[src/rtl/cnrxb_pkg.sv]
/*
 * Package for the high-priority receive buffer control block: register offset,
 * field positions, reset value, mode encodings and carrier structs.
 * Assumes a single 250 MHz clock domain; no imports are used by clients.
 */
package cnrxb_pkg;
    localparam logic [7:0] RX_BUFFER0_CONTROL_ADDR = 8'h60;
    localparam logic [7:0] RX_BUFFER0_CONTROL_RESET = 8'h00;
    localparam int MODE_HI_POS = 6;
    localparam int MODE_LO_POS = 5;
    localparam int RTR_POS = 3;
    localparam int ROLL_POS = 2;
    localparam int MIRROR_POS = 1;
    localparam int HIT_POS = 0;

    typedef enum logic [1:0] {
        CNRXB_MODE_ALL = 2'b00,
        CNRXB_MODE_STD = 2'b01,
        CNRXB_MODE_EXT = 2'b10,
        CNRXB_MODE_OFF = 2'b11
    } cnrxb_mode_t;

    // Host register access, one byte wide
    typedef struct packed {
        logic wr;
        logic [7:0] addr;
        logic [7:0] wdata;
    } cnrxb_reg_req_t;

    // Completed frame offered by the message assembly buffer
    typedef struct packed {
        logic valid;
        logic ext_id;
        logic remote;
        logic hit_filter_zero;
        logic hit_filter_one;
    } cnrxb_frame_t;

    typedef struct packed {
        cnrxb_mode_t mode;
        logic remote_request_received;
        logic rollover_enable;
        logic filter_hit_index;
        logic [7:0] read_image;
    } cnrxb_state_t;
endpackage

[src/rtl/cnrxb_ctrl.sv]
/*
 * Control and status for the high-priority receive buffer: operating mode,
 * acceptance decision, rollover steering, remote-request and filter-hit status.
 * Assumes the host serial decoder presents byte accesses and the assembly
 * buffer presents a one-cycle frame pulse; buffer-full state comes from outside.
 */
// Overview of operation
// Mode 11: ignore masks and filters, load every received message.
// Mode 10: accept only valid extended-identifier messages passing a filter.
// Mode 01: accept only valid standard-identifier messages passing a filter.
// Bits seven and four read zero; writes there do nothing.
// Mode 00: accept valid messages of either type per filter setting.
// Rollover: high buffer full moves new message to low buffer, no overflow.
// Each accepted message that is stored updates the remote-request status bit.
// Each accepted message that is stored records hit filter: one when set, zero when clear.
// Bit one mirrors rollover enable read-only; writes there ignored.
`timescale 1ns/1ps
module cnrxb_ctrl (
    input wire logic clk,
    input wire logic rst_n,
    input wire cnrxb_pkg::cnrxb_reg_req_t reg_req,
    output logic [7:0] reg_rdata,
    input wire cnrxb_pkg::cnrxb_frame_t frame,
    input wire logic frame_error,
    input wire logic high_buffer_full,
    output logic load_high,
    output logic load_low,
    output logic overflow,
    output cnrxb_pkg::cnrxb_mode_t rx_operating_mode
);
    cnrxb_pkg::cnrxb_state_t s_q;
    cnrxb_pkg::cnrxb_state_t s_d;
    logic match;
    logic accept;
    logic reg_hit;

    assign reg_hit = reg_req.addr == cnrxb_pkg::RX_BUFFER0_CONTROL_ADDR;

    always_comb begin
        case (s_q.mode)
            cnrxb_pkg::CNRXB_MODE_OFF: match = frame.valid || frame_error;
            cnrxb_pkg::CNRXB_MODE_EXT: match = frame.valid && !frame_error && frame.ext_id
                && (frame.hit_filter_zero || frame.hit_filter_one);
            cnrxb_pkg::CNRXB_MODE_STD: match = frame.valid && !frame_error && !frame.ext_id
                && (frame.hit_filter_zero || frame.hit_filter_one);
            default: match = frame.valid && !frame_error
                && (frame.hit_filter_zero || frame.hit_filter_one);
        endcase
    end

    always_comb begin
        accept = match;
        load_high = match && !high_buffer_full;
        load_low = match && high_buffer_full && s_q.rollover_enable;
        overflow = match && high_buffer_full && !s_q.rollover_enable;
    end

    always_comb begin
        s_d = s_q;
        if (reg_req.wr && reg_hit) begin
            s_d.mode = cnrxb_pkg::cnrxb_mode_t'(reg_req.wdata[cnrxb_pkg::MODE_HI_POS:cnrxb_pkg::MODE_LO_POS]);
            s_d.rollover_enable = reg_req.wdata[cnrxb_pkg::ROLL_POS];
        end
        // Status tracks the message that was stored, high or rolled over
        if (accept && (load_high || load_low)) begin
            s_d.remote_request_received = frame.remote;
            s_d.filter_hit_index = frame.hit_filter_one;
        end
        // Image captured each cycle, seen one cycle after the address
        if (reg_hit) begin
            s_d.read_image = {1'b0, s_q.mode, 1'b0, s_q.remote_request_received,
                              s_q.rollover_enable, s_q.rollover_enable, s_q.filter_hit_index};
        end else begin
            s_d.read_image = 8'h00;
        end
    end

    always_ff @(posedge clk) begin
        if (!rst_n) begin
            s_q <= '0;
        end else begin
            s_q <= s_d;
        end
    end

    assign reg_rdata = s_q.read_image;
    assign rx_operating_mode = s_q.mode;

    // Mode field must be an adjacent pair inside the byte
    if (cnrxb_pkg::MODE_HI_POS != cnrxb_pkg::MODE_LO_POS + 1 || cnrxb_pkg::MODE_HI_POS > 7) begin : g_layout_check
        $error("Mode field layout does not fit the register");
    end

    property p_r1;
        @(posedge clk) disable iff (!rst_n)
        (s_q.mode == cnrxb_pkg::CNRXB_MODE_OFF && frame.valid && !high_buffer_full) |-> load_high;
    endproperty
    a_r1: assert property (p_r1) else $error("Mode off did not load frame");

    property p_r2;
        @(posedge clk) disable iff (!rst_n)
        (s_q.mode == cnrxb_pkg::CNRXB_MODE_EXT && !frame.ext_id) |-> !(load_high || load_low);
    endproperty
    a_r2: assert property (p_r2) else $error("Standard frame stored in extended mode");

    property p_r3;
        @(posedge clk) disable iff (!rst_n)
        (s_q.mode == cnrxb_pkg::CNRXB_MODE_STD && frame.ext_id) |-> !(load_high || load_low);
    endproperty
    a_r3: assert property (p_r3) else $error("Extended frame stored in standard mode");

    property p_r4;
        @(posedge clk) disable iff (!rst_n)
        ##1 (reg_rdata[7] == 1'b0 && reg_rdata[4] == 1'b0);
    endproperty
    a_r4: assert property (p_r4) else $error("Unimplemented bit read nonzero");

    property p_r5;
        @(posedge clk) disable iff (!rst_n)
        (s_q.mode == cnrxb_pkg::CNRXB_MODE_ALL && frame.valid && !frame_error && frame.hit_filter_zero
            && !high_buffer_full) |-> load_high;
    endproperty
    a_r5: assert property (p_r5) else $error("Valid filtered frame dropped");

    property p_r6;
        @(posedge clk) disable iff (!rst_n)
        (match && high_buffer_full && s_q.rollover_enable) |-> (load_low && !overflow && !load_high);
    endproperty
    a_r6: assert property (p_r6) else $error("Rollover did not steer to low buffer");

    property p_r7;
        @(posedge clk) disable iff (!rst_n)
        (load_high || load_low) |=> (s_q.remote_request_received == $past(frame.remote));
    endproperty
    a_r7: assert property (p_r7) else $error("Remote flag not updated");

    property p_r8;
        @(posedge clk) disable iff (!rst_n)
        (load_high || load_low) |=> (s_q.filter_hit_index == $past(frame.hit_filter_one));
    endproperty
    a_r8: assert property (p_r8) else $error("Filter hit not recorded");

    property p_r9;
        @(posedge clk) disable iff (!rst_n)
        (reg_req.wr && reg_hit) |=> (s_q.rollover_enable == $past(reg_req.wdata[2])) ##1 (reg_rdata[1] == reg_rdata[2]);
    endproperty
    a_r9: assert property (p_r9) else $error("Mirror bit does not track enable");

    property p_r1_error;
        @(posedge clk) disable iff (!rst_n)
        (s_q.mode == cnrxb_pkg::CNRXB_MODE_OFF && frame_error && !high_buffer_full) |-> load_high;
    endproperty
    a_r1_error: assert property (p_r1_error) else $error("Mode off did not load partial frame");

    property p_r1_mode;
        @(posedge clk) disable iff (!rst_n)
        (reg_req.wr && reg_hit) |=> (s_q.mode == $past(reg_req.wdata[6:5]));
    endproperty
    a_r1_mode: assert property (p_r1_mode) else $error("Mode field not written");

    property p_r2_hit;
        @(posedge clk) disable iff (!rst_n)
        (s_q.mode == cnrxb_pkg::CNRXB_MODE_EXT && !frame.hit_filter_zero && !frame.hit_filter_one)
            |-> !(load_high || load_low || overflow);
    endproperty
    a_r2_hit: assert property (p_r2_hit) else $error("Unfiltered frame taken in extended mode");

    property p_r3_hit;
        @(posedge clk) disable iff (!rst_n)
        (s_q.mode == cnrxb_pkg::CNRXB_MODE_STD && !frame.hit_filter_zero && !frame.hit_filter_one)
            |-> !(load_high || load_low || overflow);
    endproperty
    a_r3_hit: assert property (p_r3_hit) else $error("Unfiltered frame taken in standard mode");

    property p_r5_error;
        @(posedge clk) disable iff (!rst_n)
        (s_q.mode == cnrxb_pkg::CNRXB_MODE_ALL && frame_error) |-> !(load_high || load_low || overflow);
    endproperty
    a_r5_error: assert property (p_r5_error) else $error("Errored frame taken in filtered mode");

    property p_r6_full;
        @(posedge clk) disable iff (!rst_n)
        high_buffer_full |-> !load_high;
    endproperty
    a_r6_full: assert property (p_r6_full) else $error("Full high buffer was loaded");

    property p_r6_lost;
        @(posedge clk) disable iff (!rst_n)
        (match && high_buffer_full && !s_q.rollover_enable) |-> (overflow && !load_low);
    endproperty
    a_r6_lost: assert property (p_r6_lost) else $error("Overflow missing without rollover");

    property p_r6_single;
        @(posedge clk) disable iff (!rst_n)
        !((load_high && load_low) || (load_high && overflow) || (load_low && overflow));
    endproperty
    a_r6_single: assert property (p_r6_single) else $error("Two frame outcomes at once");

    property p_r7_hold;
        @(posedge clk) disable iff (!rst_n)
        !(load_high || load_low) |=> $stable(s_q.remote_request_received);
    endproperty
    a_r7_hold: assert property (p_r7_hold) else $error("Remote flag changed without a stored frame");

    property p_r7_read;
        @(posedge clk) disable iff (!rst_n)
        reg_hit |=> (reg_rdata[3] == $past(s_q.remote_request_received));
    endproperty
    a_r7_read: assert property (p_r7_read) else $error("Remote flag read back wrong");

    property p_r8_hold;
        @(posedge clk) disable iff (!rst_n)
        !(load_high || load_low) |=> $stable(s_q.filter_hit_index);
    endproperty
    a_r8_hold: assert property (p_r8_hold) else $error("Filter hit changed without a stored frame");

    property p_r8_read;
        @(posedge clk) disable iff (!rst_n)
        reg_hit |=> (reg_rdata[0] == $past(s_q.filter_hit_index));
    endproperty
    a_r8_read: assert property (p_r8_read) else $error("Filter hit read back wrong");

    property p_r9_read;
        @(posedge clk) disable iff (!rst_n)
        reg_hit |=> (reg_rdata[1] == $past(s_q.rollover_enable));
    endproperty
    a_r9_read: assert property (p_r9_read) else $error("Mirror bit read back wrong");
endmodule

[config.mk]
export PLATFORM = sky130hd
export DESIGN_NAME = cnrxb_ctrl
export DESIGN_NICKNAME = d
export VERILOG_FILES = /design/src/rtl/cnrxb_pkg.sv /design/src/rtl/cnrxb_ctrl.sv
export SDC_FILE = /design/constraint.sdc
export NUM_CORES = 1
export LEC_CHECK = 0
export BUFFER_PORTS_ARGS = -buffer_cell sky130_fd_sc_hd__buf_4
export CAP_MARGIN = 20
export CORE_MARGIN = 1.5
export CORE_UTILIZATION = 38
export CTS_CLUSTER_DIAMETER = 50
export DETAILED_ROUTE_END_ITERATION = 10
export PLACE_DENSITY = 0.81
export RECOVER_POWER = 50
export SYNTH_ARGS = -nofsm -noshare
export SYNTH_HDL_FRONTEND = slang
export SYNTH_SLANG_ARGS = --single-unit
[constraint.sdc]
create_clock -name clk -period 1.7 [get_ports clk]
set_input_delay 0.17 -clock clk [delete_from_list [all_inputs] [get_ports clk]]
set_output_delay 0.17 -clock clk [all_outputs]
set_load 0.02 [all_outputs]
; After elaboration in Yosys (flattened, before gate mapping)
; Index checks and enable logic that the tools add are counted.
[word_totals]
register_bits = 13
wordCells = 31
[op_classes]
n_eq_ne = 4
n_mux = 1
n_reduce_logical = 20
[ops]
columns = op, count
row1 = $logic_and 1x1->1, 12
row2 = $eq 8x7->1 const B, 1
row3 = $eq 2x2->1 const B, 2
row4 = $logic_not 1->1, 4
row5 = $logic_or 1x1->1, 3
row6 = $pmux 1 s3, 1
row7 = $eq 2x1->1 const B, 1
row8 = $reduce_and 2->1, 1

; Longest topological paths before layout
[depth]
word_depth = 9
depth_mapped = 6
mapped_depth_nobuf = 6

; Worst setup path before layout
; OpenSTA, ideal clock, no wires.
[synth_path]
kind = reg-to-output
from = register s_q, in the netlist rx_operating_mode[1]
to = output port load_low
t_arrival_ns = 1.476
required_ns = 1.530
setup_slack_ns = 0.054
stages_incl_launch_ff = 7
path_buffers = 0
cell_sequence = dfxtp_1 -> inv_1 -> ha_1 -> xor2_1 -> nor3_1 -> or3_1 -> nor2_1
[synth_via]
elab_chain_cells = 4
word_cells_on_any_way = 6
[synth_rtl]
columns = item, line_no
row1 = "start, declared", cnrxb_ctrl.sv:31  ; cnrxb_pkg::cnrxb_state_t s_q;
row2 = "start signal, assigned", cnrxb_ctrl.sv:80  ; s_q <= '0;
row3 = "start signal, assigned", cnrxb_ctrl.sv:82  ; s_q <= s_d;
row4 = $eq 2x1->1 or $eq 2x2->1 (tied branches), cnrxb_ctrl.sv:40  ; case (s_q.mode)
row5 = $pmux 1 s3 (*), cnrxb_ctrl.sv:40
row6 = $logic_and 1x1->1 (*) (2 in a row), cnrxb_ctrl.sv:54  ; load_low = match && high_buffer_full && s_q.rollover_enable;
row7 = "end, declared", cnrxb_ctrl.sv:27  ; output logic load_low,
; Mark *: on every way between the ends. The rest lies on a longest branch, timed or not.

; Final worst setup path
[layout_path]
from = register s_q, in the netlist rx_operating_mode[1]
to = output port overflow
[layout_via]
elab_chain_cells = 4
word_cells_on_any_way = 6
[layout_rtl]
columns = item, line_no
row1 = $eq 2x1->1 or $eq 2x2->1 (tied branches), cnrxb_ctrl.sv:40
row2 = $pmux 1 s3 (*), cnrxb_ctrl.sv:40
row3 = $logic_and 1x1->1 (*) (2 in a row), cnrxb_ctrl.sv:55  ; overflow = match && high_buffer_full && !s_q.rollover_enable;
row4 = "end, declared", cnrxb_ctrl.sv:28  ; output logic overflow,
; Marks and branches as above.

==> results_dict.tcl <==
set metrics [dict create \
    cts_buffers 3 \
    tns_ps -223 \
    violations "negative setup slack" \
    fmax_ghz 0.561 \
    cts_tree "yes" \
    yosysWarningCount 0 \
    nets 120 \
    insertion_delay_ps 260 \
    ys_seq_elements 10 \
    critPathTopFamily "simple AND/OR/NAND/NOR gates" \
    cap_viol_max_count 0 \
    portBuffers 31 \
    synth.distinct_cells 17 \
    power_density_mw_per_mm2 590 \
    antenna_found_initial 0 \
    avgViaCountPerCell 4.58 \
    wl_per_cell_um 10.6 \
    slew_viol_final 0 \
    die-area_sq_mm 0.00161 \
    finalClockSkew_ps 0.945 \
    crit_path_cell_trace "inv_2, ha_4, xor2_2, nor3_2, or3_4, nor2_1, buf_4" \
    synthCells 61 \
    setup_viol 3 \
    syn_area_sq_um 523 \
    crit_type "reg2out" \
    cpMaxStageDelayCell "or3_4" \
    grt_max_degree 9 \
    syn_to_final_growth_pct 52.9 \
    drt_pass1_iterations 4 \
    final_antenna_net_count 0 \
    die_h_um 40.1 \
    leakagePower_nw 0.362 \
    clock-sinks 10 \
    clk_pin_slew_worst_paths_ps 60 \
    wl_um 1120 \
    place_hpwl_um 880 \
    hold_violations 0 \
    irDropWorstVdd_mv 0.242 \
    status "finished with violations" \
    drc 0 \
    crit_arrival_ps 1610 \
    start_kind "flop" \
    cts_root_buf "clkbuf_4" \
    cts_max_path_buffers 2 \
    start_util_pct 40.7 \
    synth_top_cell_by_area "dfxtp_1" \
    yosysSeqAreaShare_pct 38.3 \
    syn_avg_cell_area_sq_um 8.57 \
    antennaDiodeCount 0 \
    routed-via-count 481 \
    grtUsageTotal_pct 15.8 \
    cp-end-kind "output pin" \
    synthTopCellsByArea "dfxtp_1 (38%), buf_4 (14%), mux2i_1 (9.6%), nor2_1 (7.2%), ha_1 (4.8%)" \
    drtIter0Drc 6 \
    post-route-period-util_pct 105 \
    core.rowCount 13 \
    crit_buf_inv 2 \
    postCtsHoldBufs 0 \
    die_width_um 40.1 \
    cp.required_ps 1530 \
    worst_slack_ps -81.2 \
    gp_congestion 0.645 \
    period_needed_ps 1780 \
    drive_above_1_share_pct 47.8 \
    grt_pass1_wl_um 1610 \
    synth_top_area_share_pct 38.3 \
    cp_max_fo 3 \
    design_area_sq_um 800 \
    core_sq_mm 0.00128 \
    io_pins 39 \
    rsz0062_at_grt "yes" \
    grt_pass1_vias 417 \
    grt-ovfl-total 0 \
    place_area_sq_um 718 \
    cp_slowest_stage_delay_ps 360 \
    hold_class "in2reg" \
    cts_max_level 1 \
]
## area by class of cell
class                           count  area (sq um)
Timing Repair Buffer               35           251
Multi-Input combinational cell     37           285
Sequential cell                    10           203
Clock buffer                        3          22.5
Fill cell                         121           485
Tap cell                           15          18.8
Inverter                            5          18.8
## synth_stat cells
cell,number
nor4_1,1
ha_1,2
mux2i_1,5
inv_1,5
xor2_1,1
o21ba_1,1
nor2b_1,3
or3_1,1
nand3_1,2
nor3_1,1
dfxtp_1,10
buf_4,10
nand2_1,6
conb_1,1
nor4b_2,1
nor2_1,10
nor4bb_1,1
## sequential cells by signal (all words and copies together) (netlist names)
register,flops
reg_rdata,5
rx_operating_mode,2
s_q,3
## power by group
group | switching [mW] | total, mW | internal [mW]
logic | 0.0290 | 0.0739 | 0.0449
registers | 0.00109 | 0.237 | 0.236
clock network | 0.0787 | 0.160 | 0.0817
## worst reg2reg max path, stage by stage (launching register included)
cell and delay [ps]:
dfxtp_2 320, inv_2 70, ha_4 130, xor2_2 150, nor3_2 80, buf_4 130
nor4b_2 370, mux2i_1 220
## kinds of logic (layout without fill, tap and decap cells)
group | count (synthesis) | in the layout | synth area share, %
buf+inv | 15 | 43 | 17.9
simple gates | 26 | 26 | 25.1
flops | 10 | 10 | 38.3
other cells | 1 | 2 | 0.717
xor+xnor | 1 | 1 | 1.67
mux | 5 | 5 | 9.57
compound gates | 1 | 1 | 1.91
fa+ha+maj | 2 | 2 | 4.78
## per-layer routing
| metal | wire (um) | part of all wire (%) | GRT usage (%) |
|---|---|---|---|
| met1 | 430 | 39 | 15.4 |
| met2 | 582 | 52 | 29.4 |
| met3 | 91 | 8.2 | 3.33 |
| met4 | 12 | 1.1 | 10.3 |
| met5 | 0 | 0 | 0 |
## final timing paths
check / startpoint / end / slack (ps) / depth (start not counted)
setup reg to reg: rx_operating_mode[1]$_SDFFE_PN0P_ / s_q[10]$_SDFFE_PN0P_ / 150 / 7
hold reg to reg: s_q[10]$_SDFFE_PN0P_ / reg_rdata[3]$_SDFF_PN0_ / 430 / 2
hold / removal: reg_req[6] / rx_operating_mode[1]$_SDFFE_PN0P_ / 160 / 3
setup / recovery: rx_operating_mode[1]$_SDFFE_PN0P_ / overflow / -80 / 7
## timing repair
action,CTS,global route
setup buffers,2,0
setup endpoints to repair,3,3
resized for setup,14,2
pin swaps,5,1
## cell usage in the layout, fill, tap and decap left out, types with 2 or more instances in the layout
| master | netlist | routed |
|---|---|---|
| buf_4 | 10 | 25 |
| buf_6 | 0 | 3 |
| clkbuf_1 | 0 | 6 |
| clkbuf_4 | 0 | 4 |
| conb_1 | 1 | 2 |
| dfxtp_1 | 10 | 8 |
| dfxtp_2 | 0 | 2 |
| ha_4 | 0 | 2 |
| inv_1 | 5 | 4 |
| mux2i_1 | 5 | 5 |
| nand2_1 | 6 | 6 |
| nand3_1 | 2 | 2 |
| nor2_1 | 10 | 8 |
| nor2b_1 | 3 | 3 |
## per-stage QoR
step	hold slack, ps	power [mW]	instances	worst slack [ps]	util (%)
3_5_place_dp	423	0.311	100	84.3	55.9
3_3_place_gp	418	0.309	100	118	55.9
4_1_cts	158	0.475	105	-97.9	63.1
2_1_floorplan	298	0.270	62	53.9	-
5_1_grt	162	0.487	105	-149	62.2
6_report	161	0.472	105	-81.2	62.2
(Power assumes the default switching activity.)
